===== config.mk =====
export PLATFORM = sky130hd
export DESIGN_NAME = scs_clock_select
export DESIGN_NICKNAME = d
export VERILOG_FILES = /design/src/design/scs_pkg.sv /design/src/design/scs_tick_div.sv /design/src/design/scs_rate_mult.sv /design/src/design/scs_clock_select.sv
export VERILOG_INCLUDE_DIRS = /design/src /design/src/design
export SDC_FILE = /design/constraint.sdc
export NUM_CORES = 1
export LEC_CHECK = 0
export ABC_AREA = 1
export BUFFER_PORTS_ARGS = -buffer_cell sky130_fd_sc_hd__buf_2
export CORE_ASPECT_RATIO = 1.25
export CORE_MARGIN = 3
export CORE_UTILIZATION = 30
export DETAILED_ROUTE_END_ITERATION = 10
export PLACE_DENSITY = 0.48
export RECOVER_POWER = 25
export SKIP_CTS_REPAIR_TIMING = 1
export SYNTH_ARGS = -nofsm -noshare
export SYNTH_HDL_FRONTEND = slang
export SYNTH_SLANG_ARGS = --single-unit

===== constraint.sdc =====
create_clock -name clk -period 5 [get_ports clk]
set_input_delay 1 -clock clk [delete_from_list [all_inputs] [get_ports clk]]
set_output_delay 1 -clock clk [all_outputs]
set_load 0.005 [all_outputs]

===== src/design/scs_consts.svh =====
`ifndef SCS_CONSTS_SVH
`define SCS_CONSTS_SVH

// Register bus geometry and register offsets.
`define SCS_ADDR_W            8
`define SCS_OFS_CLOCK_DIVISOR 8'h00
`define SCS_OFS_PLL_FEEDBACK  8'h04
`define SCS_OFS_AUX_REF       8'h08
`define SCS_OFS_STATUS        8'h0C
`define SCS_WORD_MASK         8'hFC
`define SCS_MAP_MASK          8'hF0
`define SCS_RESP_OKAY         2'h0
`define SCS_RESP_SLVERR       2'h2

// Reset values and write masks.
`define SCS_RST_CLOCK_DIVISOR 16'h3040
`define SCS_WMASK_CLOCK_DIV   16'h7FDF
`define SCS_RST_PLL_FEEDBACK  9'h030
`define SCS_RST_AUX_REF       8'h00
`define SCS_RST_OSC_SEL       3'h7

// Clock divisor register fields.
`define SCS_DOZE_HI           14
`define SCS_DOZE_LO           12
`define SCS_DOZE_EN           11
`define SCS_FRCPOST_HI        10
`define SCS_FRCPOST_LO        8
`define SCS_POST_HI           7
`define SCS_POST_LO           6
`define SCS_PRE_HI            4
`define SCS_PRE_LO            0

// Auxiliary and reference control register fields.
`define SCS_AUX_SRC           0
`define SCS_AUX_PLL_EN        1
`define SCS_REF_EN            2
`define SCS_REF_SRC           3
`define SCS_REF_EXP_HI        7
`define SCS_REF_EXP_LO        4

// Initial oscillator select codes.
`define SCS_SEL_FAST_RC       3'h0
`define SCS_SEL_FAST_RC_PLL   3'h1
`define SCS_SEL_PRIMARY       3'h2
`define SCS_SEL_PRIMARY_PLL   3'h3
`define SCS_SEL_RESERVED      3'h4
`define SCS_SEL_LOW_POWER_RC  3'h5
`define SCS_SEL_FAST_RC_DIV16 3'h6
`define SCS_SEL_FAST_RC_DIVN  3'h7

// Primary oscillator mode codes.
`define SCS_MODE_EXT_CLOCK    2'h0
`define SCS_MODE_CRYSTAL      2'h1
`define SCS_MODE_HS_CRYSTAL   2'h2

// Divider and multiplier constants.
`define SCS_DIV_W             16
`define SCS_DIV_ONE           16'h0001
`define SCS_FOSC_DIV          16'h0002
`define SCS_DIV16             16'h0010
`define SCS_DIV256            16'h0100
`define SCS_FRCPOST_MAXCODE   3'h7
`define SCS_PRE_OFFSET        6'h02
`define SCS_FB_OFFSET         10'h002
`define SCS_POST_CODE_DIV2    2'h0
`define SCS_POST_CODE_DIV4    2'h1
`define SCS_POST_CODE_DIV8    2'h3
`define SCS_N2_2              4'h2
`define SCS_N2_4              4'h4
`define SCS_N2_8              4'h8
`define SCS_ACC_W             12
`define SCS_ACC_MAX           12'hFFF
`define SCS_MULT_W            10
`define SCS_RDIV_W            9
`define SCS_AUX_MULT          10'h010
`define SCS_AUX_DIV           9'h001

`endif


===== src/design/scs_pkg.sv =====
`include "scs_consts.svh"

package scs_pkg;

  // State of a programmable tick divider.
  typedef struct packed {
    logic [`SCS_DIV_W-1:0] cnt;
    logic                  tick;
  } scs_div_state_t;

  // State of a rate multiplier (phase accumulator).
  typedef struct packed {
    logic [`SCS_ACC_W-1:0] acc;
    logic                  tick;
  } scs_mult_state_t;

  // Whole state of the clock select block.
  typedef struct packed {
    logic [2:0]            oscSel;
    logic [1:0]            priMode;
    logic                  pinTwoFunc;
    logic                  cfgLoaded;
    logic [15:0]           clock_divisor_reg;
    logic [8:0]            fbDiv;
    logic [7:0]            auxRef;
    logic                  awHeld;
    logic [`SCS_ADDR_W-1:0] awAddr;
    logic                  wHeld;
    logic [31:0]           wData;
    logic [3:0]            wStrb;
    logic                  bvalid;
    logic [1:0]            bresp;
    logic                  rvalid;
    logic [31:0]           rdata;
    logic [1:0]            rresp;
    logic                  oscTick;
    logic                  auxTick;
    logic                  lowPowerRef;
    logic                  refPin;
    logic                  pinTwoOut;
    logic                  pinTwoOe;
  } scs_state_t;

endpackage


===== src/design/scs_tick_div.sv =====
`timescale 1ns/1ps
`include "scs_consts.svh"

// Divides a stream of one-cycle ticks by a programmable integer.
module scs_tick_div (
  input  wire logic                  clk,
  input  wire logic                  rst,
  input  wire logic                  tickIn,
  input  wire logic [`SCS_DIV_W-1:0] divisor,
  output logic                       tickOut
);

  scs_pkg::scs_div_state_t s_r;  // Registered state.
  scs_pkg::scs_div_state_t s_nxt;  // Next state.

  // A divisor of zero behaves as one, so a bad setting never stalls the clock.
  always_comb begin
    s_nxt      = s_r;
    s_nxt.tick = 1'b0;
    if (tickIn) begin
      if ((s_r.cnt + `SCS_DIV_ONE) >= divisor) begin
        s_nxt.cnt  = '0;
        s_nxt.tick = 1'b1;
      end else begin
        s_nxt.cnt = s_r.cnt + `SCS_DIV_ONE;
      end
    end
  end

  // Register the state.
  always_ff @(posedge clk) begin
    if (rst) begin
      s_r <= '0;
    end else begin
      s_r <= s_nxt;
    end
  end

  assign tickOut = s_r.tick;

endmodule


===== src/design/scs_rate_mult.sv =====
`timescale 1ns/1ps
`include "scs_consts.svh"

// Phase accumulator: ticks at tickIn rate times mult over div.
// The output can carry at most one tick per clock; surplus credit saturates.
module scs_rate_mult (
  input  wire logic                   clk,
  input  wire logic                   rst,
  input  wire logic                   tickIn,
  input  wire logic [`SCS_MULT_W-1:0] mult,
  input  wire logic [`SCS_RDIV_W-1:0] div,
  output logic                        tickOut
);

  scs_pkg::scs_mult_state_t s_r;  // Registered state.
  scs_pkg::scs_mult_state_t s_nxt;  // Next state.
  logic [`SCS_ACC_W:0]      sum;  // Accumulator with headroom.

  // Add mult per input tick, spend div per output tick.
  always_comb begin
    sum        = {1'b0, s_r.acc} + (tickIn ? {{(`SCS_ACC_W + 1 - `SCS_MULT_W){1'b0}}, mult} : '0);
    s_nxt      = s_r;
    s_nxt.tick = 1'b0;
    if (sum >= {{(`SCS_ACC_W + 1 - `SCS_RDIV_W){1'b0}}, div}) begin
      sum        = sum - {{(`SCS_ACC_W + 1 - `SCS_RDIV_W){1'b0}}, div};
      s_nxt.tick = 1'b1;
    end
    // Saturation loses phase but never wraps to a false low rate.
    if (sum > {1'b0, `SCS_ACC_MAX}) begin
      sum = {1'b0, `SCS_ACC_MAX};
    end
    s_nxt.acc = sum[`SCS_ACC_W-1:0];
  end

  // Register the state.
  always_ff @(posedge clk) begin
    if (rst) begin
      s_r <= '0;
    end else begin
      s_r <= s_nxt;
    end
  end

  assign tickOut = s_r.tick;

endmodule


===== src/design/scs_clock_select.sv =====
// Function
// (RQ1) Power-on source taken from two configuration fields
// (RQ2) Decode the eight initial oscillator select codes
// (RQ3) Primary mode picks fast, normal crystal or external
// (RQ4) Erased device starts in fast RC divide-by-N
// (RQ5) Instruction and peripheral clocks are oscillator halved
// (RQ6) Peripheral equals instruction clock unless doze ratio
// (RQ7) Fast RC postscaler divides up to 256
// (RQ8) PLL input prescaled by 2 through 33
// (RQ9) VCO input multiplied by feedback factor M
// (RQ10) VCO output divided by 2, 4 or 8
// (RQ11) PLL output equals input times M over N1*N2
// (RQ12) Software keeps VCO input 0.8 to 8 MHz
// (RQ13) Software keeps VCO output 100 to 200 MHz
// (RQ14) Software keeps PLL output 12.5 to 80 MHz
// (RQ15) Low-power RC clock also feeds watchdog reference
// (RQ16) Auxiliary clock is primary or fast RC times 16
// (RQ17) Software sets auxiliary clock to 120 MHz
// (RQ18) Fine PWM resolution only from the auxiliary PLL
// (RQ19) Primary PLL feeding auxiliary stays at 30 MIPS
// (RQ20) Reference output from system or crystal, scaled
// (RQ21) Pin two function set by configuration bit
// (RQ22) Postscale codes 00, 01, 11 give 2, 4, 8
// (RQ23) Prescale code plus two gives N1
// (RQ24) Feedback code plus two gives M
// (RQ25) Software never programs the reserved select code
//
// Register access over AXI4-Lite and the register offsets were decided locally.
`timescale 1ns/1ps
`include "scs_consts.svh"

module scs_clock_select (
  input  wire logic                   clk,
  input  wire logic                   rst,
  input  wire logic [2:0]             initialOscSel,
  input  wire logic [1:0]             primaryOscMode,
  input  wire logic                   oscPinTwoFuncCfg,
  input  wire logic                   fastRcTick,
  input  wire logic                   crystalTick,
  input  wire logic                   extClockTick,
  input  wire logic                   lowPowerRcTick,
  input  wire logic [`SCS_ADDR_W-1:0] s_axi_awaddr,
  input  wire logic                   s_axi_awvalid,
  output logic                        s_axi_awready,
  input  wire logic [31:0]            s_axi_wdata,
  input  wire logic [3:0]             s_axi_wstrb,
  input  wire logic                   s_axi_wvalid,
  output logic                        s_axi_wready,
  output logic [1:0]                  s_axi_bresp,
  output logic                        s_axi_bvalid,
  input  wire logic                   s_axi_bready,
  input  wire logic [`SCS_ADDR_W-1:0] s_axi_araddr,
  input  wire logic                   s_axi_arvalid,
  output logic                        s_axi_arready,
  output logic [31:0]                 s_axi_rdata,
  output logic [1:0]                  s_axi_rresp,
  output logic                        s_axi_rvalid,
  input  wire logic                   s_axi_rready,
  output logic                        oscTick,
  output logic                        periphTick,
  output logic                        cpuTick,
  output logic                        lowPowerRefTick,
  output logic                        auxTick,
  output logic                        pwmFineRes,
  output logic                        refClkOut,
  output logic                        refClkOe,
  output logic                        oscPinTwoOut,
  output logic                        oscPinTwoOe
);

  scs_pkg::scs_state_t      s_r;  // Registered state of the whole block.
  scs_pkg::scs_state_t      s_nxt;  // Next state.
  logic [31:0]              wrWord;  // Register word after byte-lane merge.
  logic                     primaryTick;  // Primary oscillator tick for the chosen mode.
  logic                     pllInTick;  // Tick entering the main PLL.
  logic                     pllTick;  // Main PLL output tick.
  logic                     auxPllTick;  // Auxiliary PLL output tick.
  logic                     fastRcPostTick;  // Fast RC after its postscaler.
  logic                     refTick;  // Scaled reference tick.
  logic [`SCS_DIV_W-1:0]    fastRcDivisor;  // Fast RC postscale ratio.
  logic [`SCS_DIV_W-1:0]    dozeDivisor;  // Processor-to-peripheral ratio.
  logic [`SCS_DIV_W-1:0]    refDivisor;  // Reference output ratio.
  logic [5:0]               preDiv;  // Prescale factor N1.
  logic [3:0]               postDiv;  // Postscale factor N2.
  logic [`SCS_MULT_W-1:0]   fbMult;  // Feedback factor M.
  logic [`SCS_RDIV_W-1:0]   pllDiv;  // Product N1*N2.
  logic                     pllActive;  // A PLL mode is selected.
  logic                     crystalOnPins;  // Crystal occupies pin two.

  // True when the address falls inside the register window.
  function automatic logic isMapped(input logic [`SCS_ADDR_W-1:0] a);
    isMapped = ~|(a & `SCS_MAP_MASK);
  endfunction

  // Word-aligned form of a byte address; the low two bits are ignored.
  function automatic logic [`SCS_ADDR_W-1:0] wordOf(input logic [`SCS_ADDR_W-1:0] a);
    wordOf = a & `SCS_WORD_MASK;
  endfunction

  // Postscale code to N2; the reserved code falls back to divide-by-4.
  function automatic logic [3:0] decodePost(input logic [1:0] code);
    case (code)
      `SCS_POST_CODE_DIV2: decodePost = `SCS_N2_2;  // RQ22
      `SCS_POST_CODE_DIV8: decodePost = `SCS_N2_8;  // RQ22
      default:             decodePost = `SCS_N2_4;  // RQ22
    endcase
  endfunction

  // Merge the written bytes into an old register word.
  function automatic logic [31:0] mergeWord(input logic [31:0] old, input logic [31:0] data,
                                            input logic [3:0] strb);
    mergeWord = old;
    for (int i = 0; i < 4; i++) begin
      if (strb[i]) begin
        mergeWord[i*8 +: 8] = data[i*8 +: 8];
      end
    end
  endfunction

  // Read view of a register; unmapped and unused bits read as zero.
  function automatic logic [31:0] readWord(input scs_pkg::scs_state_t st,
                                           input logic [`SCS_ADDR_W-1:0] a, input logic pll,
                                           input logic fine);
    readWord = '0;
    if (isMapped(a)) begin
      case (wordOf(a))
        `SCS_OFS_CLOCK_DIVISOR: readWord = {16'h0000, st.clock_divisor_reg};
        `SCS_OFS_PLL_FEEDBACK:  readWord = {23'h0, st.fbDiv};
        `SCS_OFS_AUX_REF:       readWord = {24'h0, st.auxRef};
        `SCS_OFS_STATUS:        readWord = {23'h0, st.cfgLoaded, fine, pll, st.pinTwoFunc,
                                            st.priMode, st.oscSel};
        default:                readWord = '0;
      endcase
    end
  endfunction

  // Divider settings from the software registers.
  always_comb begin
    preDiv  = s_r.clock_divisor_reg[`SCS_PRE_HI:`SCS_PRE_LO] + `SCS_PRE_OFFSET;  // RQ8 RQ23
    postDiv = decodePost(s_r.clock_divisor_reg[`SCS_POST_HI:`SCS_POST_LO]);  // RQ10
    fbMult  = {1'b0, s_r.fbDiv} + `SCS_FB_OFFSET;  // RQ9 RQ24
    pllDiv  = `SCS_RDIV_W'(preDiv * postDiv);  // RQ11
    // Divide-by-16 mode ignores the postscale field.
    if (s_r.oscSel == `SCS_SEL_FAST_RC_DIV16) begin
      fastRcDivisor = `SCS_DIV16;  // RQ2
    end else if (s_r.clock_divisor_reg[`SCS_FRCPOST_HI:`SCS_FRCPOST_LO] == `SCS_FRCPOST_MAXCODE) begin
      fastRcDivisor = `SCS_DIV256;  // RQ7
    end else begin
      fastRcDivisor = `SCS_DIV_ONE << s_r.clock_divisor_reg[`SCS_FRCPOST_HI:`SCS_FRCPOST_LO];  // RQ7
    end
    // Only enabled doze slows the processor below the peripherals.
    dozeDivisor = s_r.clock_divisor_reg[`SCS_DOZE_EN] ? (`SCS_DIV_ONE << s_r.clock_divisor_reg[`SCS_DOZE_HI:`SCS_DOZE_LO])
                                           : `SCS_DIV_ONE;  // RQ6
    refDivisor  = `SCS_DIV_ONE << s_r.auxRef[`SCS_REF_EXP_HI:`SCS_REF_EXP_LO];  // RQ20
  end

  // Source routing decided by the captured configuration.
  always_comb begin
    case (s_r.priMode)
      `SCS_MODE_HS_CRYSTAL: primaryTick = crystalTick;  // RQ3
      `SCS_MODE_CRYSTAL:    primaryTick = crystalTick;  // RQ3
      `SCS_MODE_EXT_CLOCK:  primaryTick = extClockTick;  // RQ3
      default:              primaryTick = 1'b0;
    endcase
    pllActive     = (s_r.oscSel == `SCS_SEL_PRIMARY_PLL) || (s_r.oscSel == `SCS_SEL_FAST_RC_PLL);
    pllInTick     = (s_r.oscSel == `SCS_SEL_PRIMARY_PLL) ? primaryTick : fastRcTick;
    crystalOnPins = ((s_r.oscSel == `SCS_SEL_PRIMARY) || (s_r.oscSel == `SCS_SEL_PRIMARY_PLL))
                    && (s_r.priMode != `SCS_MODE_EXT_CLOCK);
  end

  // Fast RC postscaler, used by both divided fast RC modes.
  scs_tick_div u_fast_rc_post (
    .clk     (clk),
    .rst     (rst),
    .tickIn  (fastRcTick),
    .divisor (fastRcDivisor),
    .tickOut (fastRcPostTick)
  );

  // Main PLL: input times M over N1*N2.
  scs_rate_mult u_main_pll (
    .clk     (clk),
    .rst     (rst),
    .tickIn  (pllInTick),
    .mult    (fbMult),
    .div     (pllDiv),
    .tickOut (pllTick)
  );

  // Auxiliary PLL with its fixed sixteen-times factor.
  scs_rate_mult u_aux_pll (
    .clk     (clk),
    .rst     (rst),
    .tickIn  (s_r.auxRef[`SCS_AUX_SRC] ? fastRcTick : primaryTick),
    .mult    (`SCS_AUX_MULT),
    .div     (`SCS_AUX_DIV),
    .tickOut (auxPllTick)
  );

  // Peripheral time base is the oscillator halved.  RQ5
  scs_tick_div u_periph_div (
    .clk     (clk),
    .rst     (rst),
    .tickIn  (s_r.oscTick),
    .divisor (`SCS_FOSC_DIV),  // RQ5
    .tickOut (periphTick)
  );

  // Instruction clock is the peripheral clock, slowed only in doze.
  scs_tick_div u_doze_div (
    .clk     (clk),
    .rst     (rst),
    .tickIn  (periphTick),
    .divisor (dozeDivisor),
    .tickOut (cpuTick)
  );

  // Reference output scaler.
  scs_tick_div u_ref_div (
    .clk     (clk),
    .rst     (rst),
    .tickIn  (s_r.auxRef[`SCS_REF_SRC] ? crystalTick : s_r.oscTick),
    .divisor (refDivisor),
    .tickOut (refTick)
  );

  // Bus slave handshakes; a pending response blocks new writes.
  assign s_axi_awready = !s_r.awHeld && !s_r.bvalid;
  assign s_axi_wready  = !s_r.wHeld && !s_r.bvalid;
  assign s_axi_arready = !s_r.rvalid;

  // Next state of the block.
  always_comb begin
    s_nxt  = s_r;
    wrWord = '0;
    // Configuration is caught once, after reset release.
    if (!s_r.cfgLoaded) begin
      s_nxt.oscSel     = initialOscSel;  // RQ1
      s_nxt.priMode    = primaryOscMode;  // RQ1
      s_nxt.pinTwoFunc = oscPinTwoFuncCfg;  // RQ21
      s_nxt.cfgLoaded  = 1'b1;
    end
    // Oscillator selection; the reserved code runs from fast RC.
    case (s_r.oscSel)
      `SCS_SEL_FAST_RC:       s_nxt.oscTick = fastRcTick;  // RQ2
      `SCS_SEL_FAST_RC_PLL:   s_nxt.oscTick = pllTick;  // RQ2 RQ11
      `SCS_SEL_PRIMARY:       s_nxt.oscTick = primaryTick;  // RQ2
      `SCS_SEL_PRIMARY_PLL:   s_nxt.oscTick = pllTick;  // RQ2 RQ11
      `SCS_SEL_LOW_POWER_RC:  s_nxt.oscTick = lowPowerRcTick;  // RQ2
      `SCS_SEL_FAST_RC_DIV16: s_nxt.oscTick = fastRcPostTick;  // RQ2
      `SCS_SEL_FAST_RC_DIVN:  s_nxt.oscTick = fastRcPostTick;  // RQ2 RQ7
      default:                s_nxt.oscTick = fastRcTick;
    endcase
    s_nxt.lowPowerRef = lowPowerRcTick;  // RQ15
    // Without the auxiliary PLL the system oscillator stands in, at coarse resolution.
    s_nxt.auxTick     = s_r.auxRef[`SCS_AUX_PLL_EN] ? auxPllTick : s_r.oscTick;  // RQ16 RQ18
    // Reference pin toggles per scaled tick and idles low when disabled.
    s_nxt.refPin      = s_r.auxRef[`SCS_REF_EN] && (s_r.refPin ^ refTick);  // RQ20
    // Pin two carries the instruction clock when free.
    s_nxt.pinTwoOe    = !crystalOnPins && !s_r.pinTwoFunc;  // RQ21
    s_nxt.pinTwoOut   = s_nxt.pinTwoOe && (s_r.pinTwoOut ^ cpuTick);  // RQ21
    // Capture write address and data in either order.
    if (s_axi_awvalid && s_axi_awready) begin
      s_nxt.awHeld = 1'b1;
      s_nxt.awAddr = s_axi_awaddr;
    end
    if (s_axi_wvalid && s_axi_wready) begin
      s_nxt.wHeld = 1'b1;
      s_nxt.wData = s_axi_wdata;
      s_nxt.wStrb = s_axi_wstrb;
    end
    // Retire the write response.
    if (s_r.bvalid && s_axi_bready) begin
      s_nxt.bvalid = 1'b0;
    end
    // Perform the write once both halves are held.
    if (s_nxt.awHeld && s_nxt.wHeld && !s_r.bvalid) begin
      wrWord       = mergeWord(readWord(s_r, s_nxt.awAddr, pllActive, s_r.auxRef[`SCS_AUX_PLL_EN]),
                               s_nxt.wData, s_nxt.wStrb);
      s_nxt.awHeld = 1'b0;
      s_nxt.wHeld  = 1'b0;
      s_nxt.bvalid = 1'b1;
      s_nxt.bresp  = isMapped(s_nxt.awAddr) ? `SCS_RESP_OKAY : `SCS_RESP_SLVERR;
      if (isMapped(s_nxt.awAddr)) begin
        case (wordOf(s_nxt.awAddr))
          `SCS_OFS_CLOCK_DIVISOR: s_nxt.clock_divisor_reg = wrWord[15:0] & `SCS_WMASK_CLOCK_DIV;
          `SCS_OFS_PLL_FEEDBACK:  s_nxt.fbDiv = wrWord[8:0];
          `SCS_OFS_AUX_REF:       s_nxt.auxRef = wrWord[7:0];
          default:                s_nxt.clock_divisor_reg = s_r.clock_divisor_reg;
        endcase
      end
    end
    // Retire the read response, then accept a new read.
    if (s_r.rvalid && s_axi_rready) begin
      s_nxt.rvalid = 1'b0;
    end
    if (s_axi_arvalid && s_axi_arready) begin
      s_nxt.rvalid = 1'b1;
      s_nxt.rdata  = readWord(s_r, s_axi_araddr, pllActive, s_r.auxRef[`SCS_AUX_PLL_EN]);
      s_nxt.rresp  = isMapped(s_axi_araddr) ? `SCS_RESP_OKAY : `SCS_RESP_SLVERR;
    end
  end

  // Register the state; reset selects the erased default.
  always_ff @(posedge clk) begin
    if (rst) begin
      s_r        <= '0;
      s_r.oscSel <= `SCS_RST_OSC_SEL;  // RQ4
      s_r.clock_divisor_reg <= `SCS_RST_CLOCK_DIVISOR;  // RQ22
      s_r.fbDiv  <= `SCS_RST_PLL_FEEDBACK;
      s_r.auxRef <= `SCS_RST_AUX_REF;
    end else begin
      s_r <= s_nxt;
    end
  end

  // Outputs straight from flip-flops.
  assign s_axi_bvalid    = s_r.bvalid;
  assign s_axi_bresp     = s_r.bresp;
  assign s_axi_rvalid    = s_r.rvalid;
  assign s_axi_rdata     = s_r.rdata;
  assign s_axi_rresp     = s_r.rresp;
  assign oscTick         = s_r.oscTick;
  assign lowPowerRefTick = s_r.lowPowerRef;
  assign auxTick         = s_r.auxTick;
  assign pwmFineRes      = s_r.auxRef[`SCS_AUX_PLL_EN];  // RQ18
  assign refClkOut       = s_r.refPin;
  assign refClkOe        = s_r.auxRef[`SCS_REF_EN];
  assign oscPinTwoOut    = s_r.pinTwoOut;
  assign oscPinTwoOe     = s_r.pinTwoOe;

endmodule


==> flow_summary.yaml <==
drt:
  wl_per_cell_um: 13.9
  vias_per_cell: 4.67
  drc: 0
  routed_wl_mm: 31.4
  ant_nets: 0
  dr.pass1.iters: 5
  num_vias: 10566
  drt-initial-drc-count: 565
timing:
  slew_headroom_pct: -23.7
  finalSetupTns_ps: 0
  fin_crit_ps: 4610
  hold_viol_final: 0
  fin_hold_ws_ps: 428
  tightestPinTransition_ps: 1850
  fmax_mhz: 217
  slew_violations: 58
  rsz0062_at_grt: "no"
  fin_skew_ps: 12.5
  fin_crit_sh_pct: 92.2
  finalSetupViolCount: 0
logic_synthesis:
  avgSynthCellArea_um2: 6.80
  yosysWarnings: 0
  synthDistinctLibCells: 52
  syn-cell-area_um2: 11600
  synth-main-ff-cell: "dfxtp_1"
  synthArstFlopShare_pct: 0
  synth_cells: 1709
  synth-edff-count: 0
  seq_area_frac_synth_pct: 31.3
  synth_seq_cells: 182
power_and_ir_drop:
  clkPwrFrac_pct: 27.1
  switching_power_uw: 2010
  p_per_area_nw_per_um2: 391
  netSwitchingFraction_pct: 39.8
  p_leak_uw: 0.00594
  p_comb_share_pct: 39.2
  internal_power_uw: 3050
  irDropWorstVdd_mv: 0.193
  seqPwrFrac_pct: 33.7
grt:
  antenna_found_initial: 0
  track_usage_pct: 15.5
  grt_pass1_vias: 10201
  overflow: 0
  grt_max_degree: 95
  grt_pass1_wl_mm: 51.6
job:
  max-cap-violations: 1
die:
  die-height_um: 226
  start_util_pct: 30.4
  coreArea_um2: 38200
  num_rows: 80
  fp.dieArea_um2: 41200
  dieWidth_um: 182
  pin_count: 120
clock_network:
  clockRootBuffer: "clkbuf_16"
  cts_sinks: 182
  numCtsBuffers: 17
  h-tree-depth: 4
  cts_tree: "yes"
  clockBufferDepth: 2
  clkTransAtPathRegs_ps: 80
  clk_latency_ps: 450
layout:
  utilization_pct: 33.8
  layout-drive-gt1-share_pct: 9.26
  diodes: 0
  final_common_cell: "nand2_1"
  syn_to_final_growth_pct: 11.3
  fin_cells: 2264
  final_nets: 1912
  final_cell_mix: "nand2_1 (353), inv_1 (223), nor2_1 (209), dfxtp_1 (182), a21oi_1 (115)"
critical_path:
  crit_path_start_kind: "register"
  cp_data_arrival_time_ps: 4960
  crit_type: "reg2reg"
  crit_top_cell: "inv_1"
  crit_chain: "inv_1 -> ha_1 -> inv_1 -> nor2_1 -> fa_1 -> ha_1 -> inv_1 -> fa_1 -> o21ai_0 -> xor2_1 -> ha_1 -> a21oi_1 -> o21ai_0 -> a21oi_4 -> nand2_4 -> nand3_1 -> nand3_1 -> nand2_1 -> inv_1"
  critPathMaxFanout: 13
  worst_path_max_delay_cell: "fa_1"
  r2r_cells: 19
  cp-end-kind: "register"
  critPathMaxStageDelay_ps: 460
  worst_ep_required_time_ps: 5350
placed_design:
  post-place-cells: 2233
  place_congestion: 0.838
  portBuffers: 77
  place_hpwl_mm: 24.3
outcome:
  status: "finished with violations"
  violations: "capacitance limit, slew limit"
worst_hold_path:
  whs_path_depth: 1
  hp-class: "reg2reg"
## registers in the layout, indices dropped and copies added (netlist names), 12 cells and up
name                count
u_ref_div.s_r          16
u_periph_div.s_r       16
u_fast_rc_post.s_r     16
s_axi_rdata            15
u_main_pll.s_r         12
u_doze_div.s_r         16
u_aux_pll.s_r          12
s_r                    61
## final cells by class
cell class	count	area (µm²)
fillers	4193	25300
multi-input cells	1230	6710
repair buffers	92	494
clock buffers	17	425
well taps	492	616
clock inverters	14	155
flip-flops and latches	182	3640
inverters	237	890
## synth_stat cells, types with 8 or more instances
library cell / count / share of area, %
o22ai_1: 11 / 0.59
nand3b_1: 11 / 0.71
nor2_1: 209 / 6.7
nor3_1: 35 / 1.5
o21ai_0: 89 / 3.8
buf_4: 37 / 2.4
nand2_2: 9 / 0.48
xor2_1: 52 / 3.9
nand3_1: 103 / 4.4
nand2_1: 353 / 11
or2_2: 9 / 0.48
ha_1: 77 / 8.3
xnor2_1: 16 / 1.2
a21oi_1: 115 / 5.0
mux2i_1: 11 / 0.95
o21ai_1: 8 / 0.34
inv_2: 8 / 0.26
o211ai_1: 8 / 0.52
nand4_1: 35 / 1.9
dfxtp_1: 182 / 31
inv_1: 223 / 7.2
clkbuf_1: 33 / 1.1
## power by group through the flow
stage	registers, µW	logic [µW]	clock network [µW]
final	1710	1980	1370
after global placement	1740	1970	0
after CTS	1710	1990	1410
after global routing	1730	2290	1470
after floorplan	1700	1570	0
after detailed placement	1740	1970	0
## kinds of logic after synthesis
kind of cell	synth area share [%]
buffers and inverters	11.5
AND/OR/NAND/NOR	29.3
adder cells (fa/ha/maj)	9.32
XOR/XNOR	5.12
multiplexers	1.04
flip-flops	31.3
other	0.0323
AO/OA/AOI/OAI	12.3
## per-layer routing
metal / up-vias / track usage, % / share of wire [%]
met4: 0 / 5.65 / 2.6
li1: 5573 / - / -
met5: - / 0 / 0
met1: 4785 / 19.2 / 46
met2: 167 / 27.2 / 48
met3: 41 / 2.42 / 3.3
## metrics by stage
step | setup WS, ps | power [µW] | cell area (µm²)
4_1_cts | 292 | 5110 | 12900
2_1_floorplan | 342 | 3270 | 11700
3_5_place_dp | 141 | 3710 | 12400
6_report | 388 | 5060 | 12900
5_1_grt | 17.1 | 5480 | 12900
3_3_place_gp | 234 | 3700 | 12400
## path summary, 6_finish.rpt
path,from,to,slack [ps]
worst max register to register,s_r[113]$_SDFFE_PP1P_,u_main_pll.s_r[10]$_SDFF_PP0_,390
worst max-delay path,s_r[113]$_SDFFE_PP1P_,u_main_pll.s_r[10]$_SDFF_PP0_,390
worst min register to register,u_ref_div.tickOut$_SDFF_PP0_,refClkOut$_SDFF_PP0_,430
worst min-delay path,u_ref_div.tickOut$_SDFF_PP0_,refClkOut$_SDFF_PP0_,430
## worst max-delay path: cells and delay by family (launching register included)
kind	cells	cell delay (ps)
adder cells (fa/ha/maj)	5	1930
AND/OR/NAND/NOR	5	650
flip-flops	1	450
AO/OA/AOI/OAI	4	880
buffers and inverters	4	280
XOR/XNOR	1	320
Power figures use the tool's default switching activity.
